<file path="src/wdt_regs.svh">
`ifndef WDT_REGS_SVH
`define WDT_REGS_SVH
`define ADDR_GUARD_CTRL    12'h000
`define ADDR_RESET_FLAGS   12'h004
`define ADDR_WAKE_EN       12'h008
`define ADDR_MODE_CTRL     12'h00c
`define ADDR_STATUS        12'h010
`define ADDR_IRQ_STATUS    12'h014
`define ADDR_IRQ_MASK      12'h018
`define GUARD_CTRL_RESET   8'h53
`define GUARD_CODE_ENABLE  5'h0a
`define GUARD_CODE_DISABLE 5'h15
`define GUARD_EN_LSB       3
`define PERIOD_RESET       3'h3
`define LOW_SPEED_RC_OSC_TICK_NS       31250
`define CLK_PERIOD_NS      10
`define LOW_SPEED_RC_OSC_TICK_CYCLES   (`LOW_SPEED_RC_OSC_TICK_NS / `CLK_PERIOD_NS)
`define SRESET_NS          1000
`define SRESET_CYCLES      ((`SRESET_NS + `CLK_PERIOD_NS - 1) / `CLK_PERIOD_NS)
`define IRQ_TIMEOUT_BIT    0
`define IRQ_ILLEGAL_BIT    1
`define IRQ_WAKE_BIT       2
`endif
</file>
<file path="src/wdt_pkg.sv">
package wdt_pkg;
    typedef enum logic [1:0] {RUN, SLEEP, IDLE} power_state_type;
    typedef enum logic [1:0] {WAKE_NONE, WAKE_RESUME, WAKE_VECTOR, WAKE_TIMEOUT} wake_kind_type;
endpackage

</file>
<file path="src/watchdog_and_wakeup_control.sv">
`include "wdt_regs.svh"
module watchdog_and_wakeup_control (
    // Clock and reset
    input  wire logic                    clk_sys,
    input  wire logic                    reset,
    // APB slave
    input  wire logic                    psel,
    input  wire logic                    penable,
    input  wire logic                    pwrite,
    input  wire logic [11:0]             paddr,
    input  wire logic [31:0]             pwdata,
    output logic                         pready,
    output logic      [31:0]             prdata,
    output logic                         pslverr,
    // Core events
    input  wire logic                    clearGuardInstr,
    input  wire logic                    haltInstr,
    input  wire logic                    resetPinLow,
    input  wire logic                    resetPinSelected,
    input  wire logic                    intRequest,
    input  wire logic                    intEnabled,
    input  wire logic                    stackFull,
    input  wire logic [7:0]              portAPins,
    // Results
    output logic                         chipReset,
    output logic                         pcSpReset,
    output logic                         wakeResume,
    output logic                         wakeVector,
    output logic                         intPending,
    output wdt_pkg::power_state_type     powerState,
    output logic                         irq
);
    import wdt_pkg::*;

    logic [7:0]  guardCtrl_q;
    logic [3:0]  resetFlags_q;
    logic [7:0]  wakeEn_q;
    logic [1:0]  idleEn_q;
    logic        timeout_q;
    logic        powerDown_q;
    logic [2:0]  irqStatus_q;
    logic [2:0]  irqMask_q;
    logic [18:0] count_q;
    logic [11:0] tickDiv_q;
    logic [7:0]  srDelay_q;
    logic        illegalPend_q;
    logic [7:0]  pinPrev_q;
    logic        intBlocked_q;
    logic        ovf;
    logic        tick;
    logic        wrStrobe;
    logic [7:0]  pinFall;
    logic        intWake;
    logic        anyWake;
    logic        standby;
    logic [4:0]  guardEn;
    logic        illegalFire;
    logic        irqClear;
    logic [2:0]  irqEvent;
    logic        addrHit_d;
    logic [31:0] readData_d;

    function automatic logic [18:0] periodLimit(input logic [2:0] sel);
        case (sel)
            3'h0:    periodLimit = 19'h00100;
            3'h1:    periodLimit = 19'h00400;
            3'h2:    periodLimit = 19'h01000;
            3'h3:    periodLimit = 19'h04000;
            3'h4:    periodLimit = 19'h08000;
            3'h5:    periodLimit = 19'h10000;
            3'h6:    periodLimit = 19'h20000;
            default: periodLimit = 19'h40000;
        endcase
    endfunction

    function automatic logic isAddr(input logic [11:0] a, input logic [11:0] r);
        isAddr = (a == r);
    endfunction

    assign guardEn  = guardCtrl_q[7:`GUARD_EN_LSB];
    assign wrStrobe = psel & penable & pwrite;
    assign tick     = (tickDiv_q == 12'(`LOW_SPEED_RC_OSC_TICK_CYCLES - 1));
    assign ovf      = tick & (guardEn == `GUARD_CODE_ENABLE)
                    & (count_q == periodLimit(guardCtrl_q[2:0]) - 19'h1);
    assign standby  = (powerState != RUN);
    assign pinFall  = pinPrev_q & ~portAPins & wakeEn_q;
    assign intWake  = intRequest & ~intBlocked_q;
    assign anyWake  = standby & ((|pinFall) | intWake | ovf
                    | (resetPinSelected & resetPinLow));
    assign illegalFire = illegalPend_q & (srDelay_q == 8'h00);
    assign irqClear    = wrStrobe & isAddr(paddr, `ADDR_IRQ_STATUS);
    assign irqEvent[`IRQ_TIMEOUT_BIT] = ovf;
    assign irqEvent[`IRQ_ILLEGAL_BIT] = illegalFire;
    assign irqEvent[`IRQ_WAKE_BIT]    = anyWake;

    // Low-speed tick derived from the system clock; the real RC source is approximate anyway
    always_ff @(posedge clk_sys) begin
        if (reset || tick) begin
            tickDiv_q <= 12'h000;
        end else begin
            tickDiv_q <= tickDiv_q + 12'h001;
        end
    end

    always_ff @(posedge clk_sys) begin
        if (reset) begin
            count_q <= 19'h00000;
        end else if (illegalPend_q || clearGuardInstr || haltInstr
                     || (resetPinSelected && resetPinLow)) begin
            count_q <= 19'h00000;
        end else if (ovf) begin
            count_q <= 19'h00000;
        end else if (tick && guardEn == `GUARD_CODE_ENABLE) begin
            count_q <= count_q + 19'h00001;
        end
    end

    always_ff @(posedge clk_sys) begin
        if (reset) begin
            guardCtrl_q <= `GUARD_CTRL_RESET;
        end else if (wrStrobe && isAddr(paddr, `ADDR_GUARD_CTRL)) begin
            guardCtrl_q <= pwdata[7:0];
        end
    end

    // Illegal code holds off the chip reset for the software-reset delay
    always_ff @(posedge clk_sys) begin
        if (reset) begin
            illegalPend_q <= 1'b0;
            srDelay_q     <= 8'h00;
        end else if (guardEn != `GUARD_CODE_ENABLE && guardEn != `GUARD_CODE_DISABLE
                     && !illegalPend_q) begin
            illegalPend_q <= 1'b1;
            srDelay_q     <= 8'(`SRESET_CYCLES);
        end else if (illegalPend_q && srDelay_q != 8'h00) begin
            srDelay_q <= srDelay_q - 8'h01;
        end else begin
            illegalPend_q <= 1'b0;
        end
    end

    // Guard control reset flag: hardware only sets, software only clears; it survives chipReset
    always_ff @(posedge clk_sys) begin
        if (reset) begin
            resetFlags_q <= 4'h0;
        end else if (illegalPend_q && srDelay_q == 8'h00) begin
            resetFlags_q[0] <= 1'b1;
        end else if (wrStrobe && isAddr(paddr, `ADDR_RESET_FLAGS)) begin
            resetFlags_q <= resetFlags_q & pwdata[3:0];
        end
    end

    always_ff @(posedge clk_sys) begin
        if (reset) begin
            wakeEn_q <= 8'h00;
        end else if (wrStrobe && isAddr(paddr, `ADDR_WAKE_EN)) begin
            wakeEn_q <= pwdata[7:0];
        end
    end

    always_ff @(posedge clk_sys) begin
        if (reset) begin
            idleEn_q <= 2'h0;
        end else if (wrStrobe && isAddr(paddr, `ADDR_MODE_CTRL)) begin
            idleEn_q <= pwdata[1:0];
        end
    end

    always_ff @(posedge clk_sys) begin
        if (reset) begin
            irqMask_q <= 3'h0;
        end else if (wrStrobe && isAddr(paddr, `ADDR_IRQ_MASK)) begin
            irqMask_q <= pwdata[2:0];
        end
    end

    always_ff @(posedge clk_sys) begin
        if (reset) begin
            powerState <= RUN;
        end else begin
            case (powerState)
                RUN: begin
                    if (haltInstr) begin
                        powerState <= (idleEn_q == 2'h0) ? SLEEP : IDLE;
                    end
                end
                default: begin
                    if (anyWake) begin
                        powerState <= RUN;
                    end
                end
            endcase
        end
    end

    // A request already up at halt cannot wake until it has dropped once
    always_ff @(posedge clk_sys) begin
        if (reset) begin
            intBlocked_q <= 1'b0;
        end else if (haltInstr && !standby) begin
            intBlocked_q <= intRequest;
        end else if (!intRequest) begin
            intBlocked_q <= 1'b0;
        end
    end

    always_ff @(posedge clk_sys) begin
        if (reset) begin
            timeout_q <= 1'b0;
        end else if (ovf) begin
            timeout_q <= 1'b1;
        end else if (haltInstr || clearGuardInstr) begin
            timeout_q <= 1'b0;
        end
    end

    always_ff @(posedge clk_sys) begin
        if (reset) begin
            powerDown_q <= 1'b0;
        end else if (haltInstr) begin
            powerDown_q <= 1'b1;
        end else if (clearGuardInstr) begin
            powerDown_q <= 1'b0;
        end
    end

    always_ff @(posedge clk_sys) begin
        if (reset) begin
            pinPrev_q <= 8'hff;
        end else begin
            pinPrev_q <= portAPins;
        end
    end

    always_ff @(posedge clk_sys) begin
        if (reset) begin
            chipReset <= 1'b0;
        end else begin
            chipReset <= (ovf && !standby) || illegalFire;
        end
    end

    always_ff @(posedge clk_sys) begin
        if (reset) begin
            pcSpReset <= 1'b0;
        end else begin
            pcSpReset <= ovf && standby;
        end
    end

    // A pin edge wins over an interrupt that arrives in the same cycle
    always_ff @(posedge clk_sys) begin
        if (reset) begin
            wakeResume <= 1'b0;
        end else begin
            wakeResume <= anyWake && !ovf && ((|pinFall)
                          || (intWake && (!intEnabled || stackFull)));
        end
    end

    always_ff @(posedge clk_sys) begin
        if (reset) begin
            wakeVector <= 1'b0;
        end else begin
            wakeVector <= anyWake && !ovf && !(|pinFall)
                          && intWake && intEnabled && !stackFull;
        end
    end

    // Pending follows the request while the core cannot service it
    always_ff @(posedge clk_sys) begin
        if (reset) begin
            intPending <= 1'b0;
        end else begin
            intPending <= intRequest && (!intEnabled || stackFull);
        end
    end

    // Sticky bits: an event in the clearing cycle wins so none is lost
    generate
        for (genvar g = 0; g < 3; g++) begin : g_irq
            always_ff @(posedge clk_sys) begin
                if (reset) begin
                    irqStatus_q[g] <= 1'b0;
                end else if (irqEvent[g]) begin
                    irqStatus_q[g] <= 1'b1;
                end else if (irqClear && pwdata[g]) begin
                    irqStatus_q[g] <= 1'b0;
                end
            end
        end
    endgenerate

    always_ff @(posedge clk_sys) begin
        if (reset) begin
            irq <= 1'b0;
        end else begin
            irq <= |(irqStatus_q & irqMask_q);
        end
    end

    always_comb begin
        readData_d = 32'h00000000;
        addrHit_d  = 1'b1;
        if (isAddr(paddr, `ADDR_GUARD_CTRL)) begin
            readData_d[7:0] = guardCtrl_q;
        end else if (isAddr(paddr, `ADDR_RESET_FLAGS)) begin
            readData_d[3:0] = resetFlags_q;
        end else if (isAddr(paddr, `ADDR_WAKE_EN)) begin
            readData_d[7:0] = wakeEn_q;
        end else if (isAddr(paddr, `ADDR_MODE_CTRL)) begin
            readData_d[1:0] = idleEn_q;
        end else if (isAddr(paddr, `ADDR_STATUS)) begin
            readData_d[3:0] = {powerState, powerDown_q, timeout_q};
        end else if (isAddr(paddr, `ADDR_IRQ_STATUS)) begin
            readData_d[2:0] = irqStatus_q;
        end else if (isAddr(paddr, `ADDR_IRQ_MASK)) begin
            readData_d[2:0] = irqMask_q;
        end else begin
            addrHit_d = 1'b0;
        end
    end

    // No wait state; read data is still registered
    always_ff @(posedge clk_sys) begin
        if (reset) begin
            pready <= 1'b0;
        end else begin
            pready <= psel && !penable;
        end
    end

    always_ff @(posedge clk_sys) begin
        if (reset) begin
            pslverr <= 1'b0;
        end else begin
            pslverr <= psel && !penable && !addrHit_d;
        end
    end

    always_ff @(posedge clk_sys) begin
        if (reset) begin
            prdata <= 32'h00000000;
        end else if (psel && !penable) begin
            prdata <= readData_d;
        end
    end
endmodule

</file>
<file path="config.mk">
export PLATFORM = sky130hd
export DESIGN_NAME = watchdog_and_wakeup_control
export DESIGN_NICKNAME = d
export VERILOG_FILES = /design/src/wdt_pkg.sv /design/src/watchdog_and_wakeup_control.sv
export VERILOG_INCLUDE_DIRS = /design/src
export SDC_FILE = /design/constraint.sdc
export NUM_CORES = 1
export LEC_CHECK = 0
export BUFFER_PORTS_ARGS = -buffer_cell sky130_fd_sc_hd__buf_4
export CAP_MARGIN = 10
export CORE_MARGIN = 2
export CORE_UTILIZATION = 58
export CTS_CLUSTER_DIAMETER = 150
export DETAILED_ROUTE_END_ITERATION = 12
export PLACE_DENSITY = 0.95
export SYNTH_ARGS = -nofsm -noshare
export SYNTH_HDL_FRONTEND = slang
export SYNTH_SLANG_ARGS = --single-unit
</file>
<file path="constraint.sdc">
create_clock -name clk_sys -period 5.8 [get_ports clk_sys]
set_clock_uncertainty 0.2 [all_clocks]
set_input_delay 0 -clock clk_sys [delete_from_list [all_inputs] [get_ports clk_sys]]
set_output_delay 0 -clock clk_sys [all_outputs]
set_load 0.05 [all_outputs]
</file>
Word level (Yosys, flattened, before mapping)
Cells that the tools add are included.
Operators by class
  $add $sub $neg: 4
  equal/unequal tests: 20
  mux-type cells: 41
  bitwise logic cells: 19
  reductions and logical operators: 64
Operator list (count)
  one-hot mux 19 bit (7 select lines): 1
  equality test 12 x 5 -> 1 bit, second input constant: 3
  logical AND 1 bit: 27
  equality test 12 x 4 -> 1 bit, second input constant: 2
  2-to-1 mux 1 bit: 24
  adder 19 x 1 -> 19 bit, second input constant: 1
  equality test 19 bit: 1
  subtractor 19 x 1 -> 19 bit, second input constant: 1
  nonzero test 2 bit: 9
  bitwise AND 8 bit: 2
  2-to-1 mux 4 bit: 4
  2-to-1 mux 7 bit: 2
  adder 12 x 1 -> 12 bit, second input constant: 1
  equality test 12 bit, second input constant: 1
  equality test 12 x 3 -> 1 bit, second input constant: 1
  zero test 12 bit: 1
  2-to-1 mux 2 bit: 6
  bitwise AND 1 bit: 9
  equality test 3 bit, second input constant: 3
  2-to-1 mux 3 bit: 3
  zero test 1 bit: 8
  zero test 8 bit: 1
  logical OR 1 bit: 8
  2-to-1 mux 8 bit: 1
  20 further kinds: 28
Word-level totals
  register bits after elaboration: 97
  input bits: 64
  output and inout port bits: 42
  logic and storage cells: 176

Logic depth before layout (Yosys ltp)
  word-level depth: 13
  mapped depth: 9
  depth with buffers taken out: 7

Least setup slack after synthesis
No wires, ideal clock.
  path kind: reg-to-reg
  from: reg guardCtrl_q[0]
  to: reg powerState[0]
  setup time: 0.084 ns
  data arrival time: 1.817 ns
  required time: 5.516 ns
  slack: 3.699 ns
  stages on the path, launching flop included: 9
  buffers on the path: 3
  period minus slack after synthesis: 2.101 ns
  cell sequence: dfxtp_1 buf_6 or3_4 and3_4 o221a_1 and4_1 buf_6 buf_6 o31ai_4
Between the ends
  cells in the longest elaborated chain, start to end: 10
  elaborated cells between the ends (all ways): 16
  those cells by class: add/sub (1); eq/ne (7); mux (1); bitwise (4); reduce/logical (3)
Ends and longest elaborated chain
  from (decl): line watchdog_and_wakeup_control.sv:35  | logic [7:0] guardCtrl_q;
  from (signal assigned): line watchdog_and_wakeup_control.sv:120  | guardCtrl_q <= `GUARD_CTRL_RESET;
  from (signal assigned): line watchdog_and_wakeup_control.sv:122  | guardCtrl_q <= pwdata[7:0];
  equality test 3 bit (tied with other cells): line watchdog_and_wakeup_control.sv:64  | case (sel)
  one-hot mux 19 bit (7 select lines) *: line watchdog_and_wakeup_control.sv:64
  subtractor 19 x 1 -> 19 bit *: line watchdog_and_wakeup_control.sv:84  | & (count_q == periodLimit(guardCtrl_q[2:0]) - 19'h1);
  equality test 19 bit *: line watchdog_and_wakeup_control.sv:84
  bitwise AND 1 bit *: line watchdog_and_wakeup_control.sv:83  | assign ovf = tick & (guardEn == `GUARD_CODE_ENABLE)
  OR 1 bit *: line watchdog_and_wakeup_control.sv:88  | assign anyWake = standby & ((|pinFall) | intWake | ovf
  OR 1 bit *: line watchdog_and_wakeup_control.sv:89  | | (resetPinSelected & resetPinLow));
  bitwise AND 1 bit *: line watchdog_and_wakeup_control.sv:88
  nonzero test 2 bit (no line) *
  AND reduction 2 bit (no line) *
  to (signal assigned): line watchdog_and_wakeup_control.sv:184  | powerState <= (idleEn_q == 2'h0) ? SLEEP : IDLE;
  to (decl): line watchdog_and_wakeup_control.sv:30  | output wdt_pkg::power_state_type powerState,
Mark *: on every way between the ends. The rest lies on a longest branch, timed or not.
A chain may end at the register's enable or synchronous reset.

Worst setup path after layout
  from: reg tickDiv_q[0]
  to: reg count_q[3]
Between the ends
  cells in the longest elaborated chain, start to end: 4
  elaborated cells between the ends (all ways): 5
  those cells by class: eq/ne (1); bitwise (2); reduce/logical (2)
Ends and longest elaborated chain
  from (decl): line watchdog_and_wakeup_control.sv:44  | logic [11:0] tickDiv_q;
  from (signal assigned): line watchdog_and_wakeup_control.sv:101  | tickDiv_q <= tickDiv_q + 12'h001;
  equality test 12 bit *: line watchdog_and_wakeup_control.sv:82  | assign tick = (tickDiv_q == 12'(`LOW_SPEED_RC_OSC_TICK_CYCLES - 1));
  bitwise AND 1 bit (2 in series): line watchdog_and_wakeup_control.sv:83
  OR reduction 3 bit (no line)
  to (signal assigned): line watchdog_and_wakeup_control.sv:114  | count_q <= count_q + 19'h00001;
  to (decl): line watchdog_and_wakeup_control.sv:43  | logic [18:0] count_q;
Marked as above.

==> flow_summary.json <==
{
  "port_buffers": 57,
  "grtUsageMet1_pct": 33.9,
  "critPathCaptureType": "flip-flop",
  "leakagePower_nw": 2.20,
  "synthCells": 541,
  "clkSinkCount": 97,
  "fin_tns_setup_ps": 0,
  "fin_crit_ps": 3170,
  "powerDensity_nw_per_um2": 224,
  "synthMuxAreaShare_pct": 5.81,
  "cts_root_buf": "clkbuf_8",
  "fp-row-count": 32,
  "outcome": "complete, no violations",
  "synth_edf_count": 0,
  "dp_hpwl_mm": 7.77,
  "synthArstFlopShare_pct": 0,
  "antenna_found_initial": 0,
  "slowest_delay_ps": 900,
  "crit_type": "flip-flop to flip-flop",
  "critPathRequiredTime_ps": 5820,
  "multi_input_area_um2": 2490,
  "cts-buffers-inserted": 9,
  "synth.cell_area_um2": 4740,
  "grt_util_met3_pct": 6.54,
  "path_max_fanout": 23,
  "ys_ff_latch": 97,
  "worst_slew_pin_slew_ps": 936,
  "yosys_warnings": 0,
  "layout_setup_ws_ps": 2630,
  "grt_max_degree": 68,
  "io_pins": 106,
  "drive_gt1_share_pct": 15.9,
  "startpoint_type": "flip-flop",
  "slew_viol_final": 0,
  "nNetsFinal": 692,
  "routed_wl_mm": 13.0,
  "first_pass_iters": 5,
  "cp_slowest_cell": "and4_1",
  "seq_area_um2": 1940,
  "drt_iter0_drc": 586,
  "viasPerCell": 6.08,
  "num_vias": 4442,
  "fp.dieH_um": 94.4,
  "busiest_layer": "met2",
  "path_delay_family": "simple AND/OR/NAND/NOR gates",
  "grtUsageTotal_pct": 29.6,
  "cp_cell_sequence": "inv_1 -> ha_1 -> and4b_1 -> nand4_2 -> nor3_1 -> and4_1 -> nor3_1",
  "wl_per_cell_um": 17.8,
  "synth_top_family_by_area": "simple AND/OR/NAND/NOR gates",
  "synthDistinctLibCells": 67,
  "clock_latency_ps": 380,
  "timing.fmax_ghz": 0.316,
  "ant_nets": 0,
  "yosys.area_share.adder_pct": 1.06,
  "synthFlopType": "dfxtp_1",
  "cp_num_buf_inv": 1,
  "gr-usage-met2_pct": 51.9,
  "yosys.area_share.simple_pct": 27.6,
  "postCtsSetupBuffers": 0,
  "grt_pass1_vias": 4331,
  "start_util_pct": 60.7,
  "die_width_um": 94.4,
  "max_cap_violations": 0,
  "fin_crit_sh_pct": 54.6,
  "power_w": 0.00127,
  "coreArea_um2": 7810,
  "htreeDepth": 3,
  "diodes": 0,
  "ys_seq_area_share_pct": 41.0,
  "cts_resized": 0,
  "arrival_ps": 3190,
  "dp_slack_ps": 2710,
  "cts_tree": "built",
  "setup_viol": 0,
  "drc": 0,
  "synth_compound_area_share_pct": 9.99,
  "die_area_um2": 8900,
  "max_slew_margin_pct": 37.6,
  "r2r_slack_ps": 2630,
  "gp_congestion": 0.837,
  "syn2layout_area_growth_pct": 20.3,
  "syn_avg_cell_area_um2": 8.75,
  "min_path_type": "primary input to flip-flop",
  "clkTransAtPathRegs_ps": 110,
  "clk_path_buf_depth": 2,
  "finalHoldViolCount": 0,
  "gr-total-overflow": 0,
  "ir_drop_mv": 0.157,
  "grt_first_pass_wirelength_mm": 20.7,
  "nFillCells": 489,
  "synth_xor_area_share_pct": 6.10,
  "rsz0062_at_grt": "false",
  "cpMostUsedCell": "nor3_1"
}
==> metal layers <==
layer / share of wire, % / vias to the layer above
met3: 8.7 / 70
met5: 0 / -
met1: 38 / 2092
met2: 49 / 268
met4: 4.1 / 0
li1: - / 2012
==> synth_stat cells (all sizes together) (6+ instances only) <==
master  instances  area [µm²]
xor2           14         123
nor3           41         226
or2             8        50.1
nor4           11        75.1
nand2b          6        37.5
buf            33         248
xnor2          19         166
clkbuf         18        67.6
nand3          20         100
and3            7        48.8
mux2i          23         230
inv            21        78.8
nand2          32         120
dfxtp          97        1940
nand4          11        75.1
nor2           61         229
o21ai           8        40.0
a21oi          29         145
==> logic make-up (layout without fill, tap and decap cells) <==
family                   Yosys count  in the layout
XOR/XNOR                          33             33
buffers and inverters             72            137
adder cells (fa/ha/maj)            4              4
flip-flops                        97             97
other                              1             24
AND/OR/NAND/NOR                  238            238
AO/OA/AOI/OAI                     69             69
multiplexers                      27             27
==> worst min-delay path, cell delays in order <==
cell and delay [ps]:
buf_4 80, nor4_2 50, nand4_1 150, nor2_1 80, a21oi_1 140, a31oi_1 90
==> metrics by stage <==
step | std cells | instance area (µm²) | util, % | hold WS, ps
3_3_place_gp | 672 | 5060 | 64.8 | -5.38
3_5_place_dp | 672 | 5060 | 64.8 | -0.615
2_1_floorplan | 564 | 4820 | - | -108
5_1_grt | 731 | 5700 | 73.0 | 75.5
6_report | 731 | 5700 | 73.0 | 49.4
4_1_cts | 731 | 5700 | 73.0 | 17.9
==> power by group <==
group | internal [W] | total, W | switching (W)
Sequential | 0.000674 | 0.000679 | 0.00000520
Clock | 0.000174 | 0.000452 | 0.000278
Combinational | 0.0000523 | 0.000143 | 0.0000909
Total | 0.000900 | 0.00127 | 0.000374
==> final timing paths <==
| kind | start | to | cells after the start |
|---|---|---|---|
| worst max register to register | tickDiv_q[0] | count_q[3] | 7 |
| worst min register to register | prdata[5] | prdata[5] | 2 |
| worst min-delay path | paddr[11] | prdata[2] | 6 |
| worst max-delay path | tickDiv_q[0] | count_q[3] | 7 |
==> cells in the final DEF (no fill, tap or decap), drive strengths merged, types with 6 or more instances in the layout <==
cell type / instances
dfxtp: 97
nor2: 61
buf: 57
dlygate4sd3: 43
nor3: 41
nand2: 32
a21oi: 29
inv: 26
conb: 24
mux2i: 23
nand3: 20
xnor2: 19
xor2: 14
nand4: 11
nor4: 11
clkbuf: 9
o21ai: 8
or2: 8
and3: 7
nand2b: 6
==> what timing repair did <==
item	in CTS	in global routing
endpoints found under the setup margin	0	0
endpoints found under the hold margin	58	0
hold buffers	43	0
==> sequential cells by signal, indices dropped and copies added, names as in the netlist, 2 cells and up <==
name	count
count_q	19
guardCtrl_q	8
idleEn_q	2
irqMask_q	3
irqStatus_q	3
pinPrev_q	8
powerState	2
prdata	8
resetFlags_q	4
srDelay_q	8
tickDiv_q	12
wakeEn_q	8
==> layout make-up <==
| cell class | count | share of cell area [%] |
|---|---|---|
| Multi-Input combinational cell | 395 | 43.6 |
| Sequential cell | 97 | 34.1 |
| Timing Repair Buffer | 100 | 15.1 |
| Tap cell | 102 | 2.24 |
| Clock buffer | 9 | 2.17 |
| Clock inverter | 7 | 1.43 |
| Inverter | 21 | 1.38 |
Power figures use the tool's default switching activity.
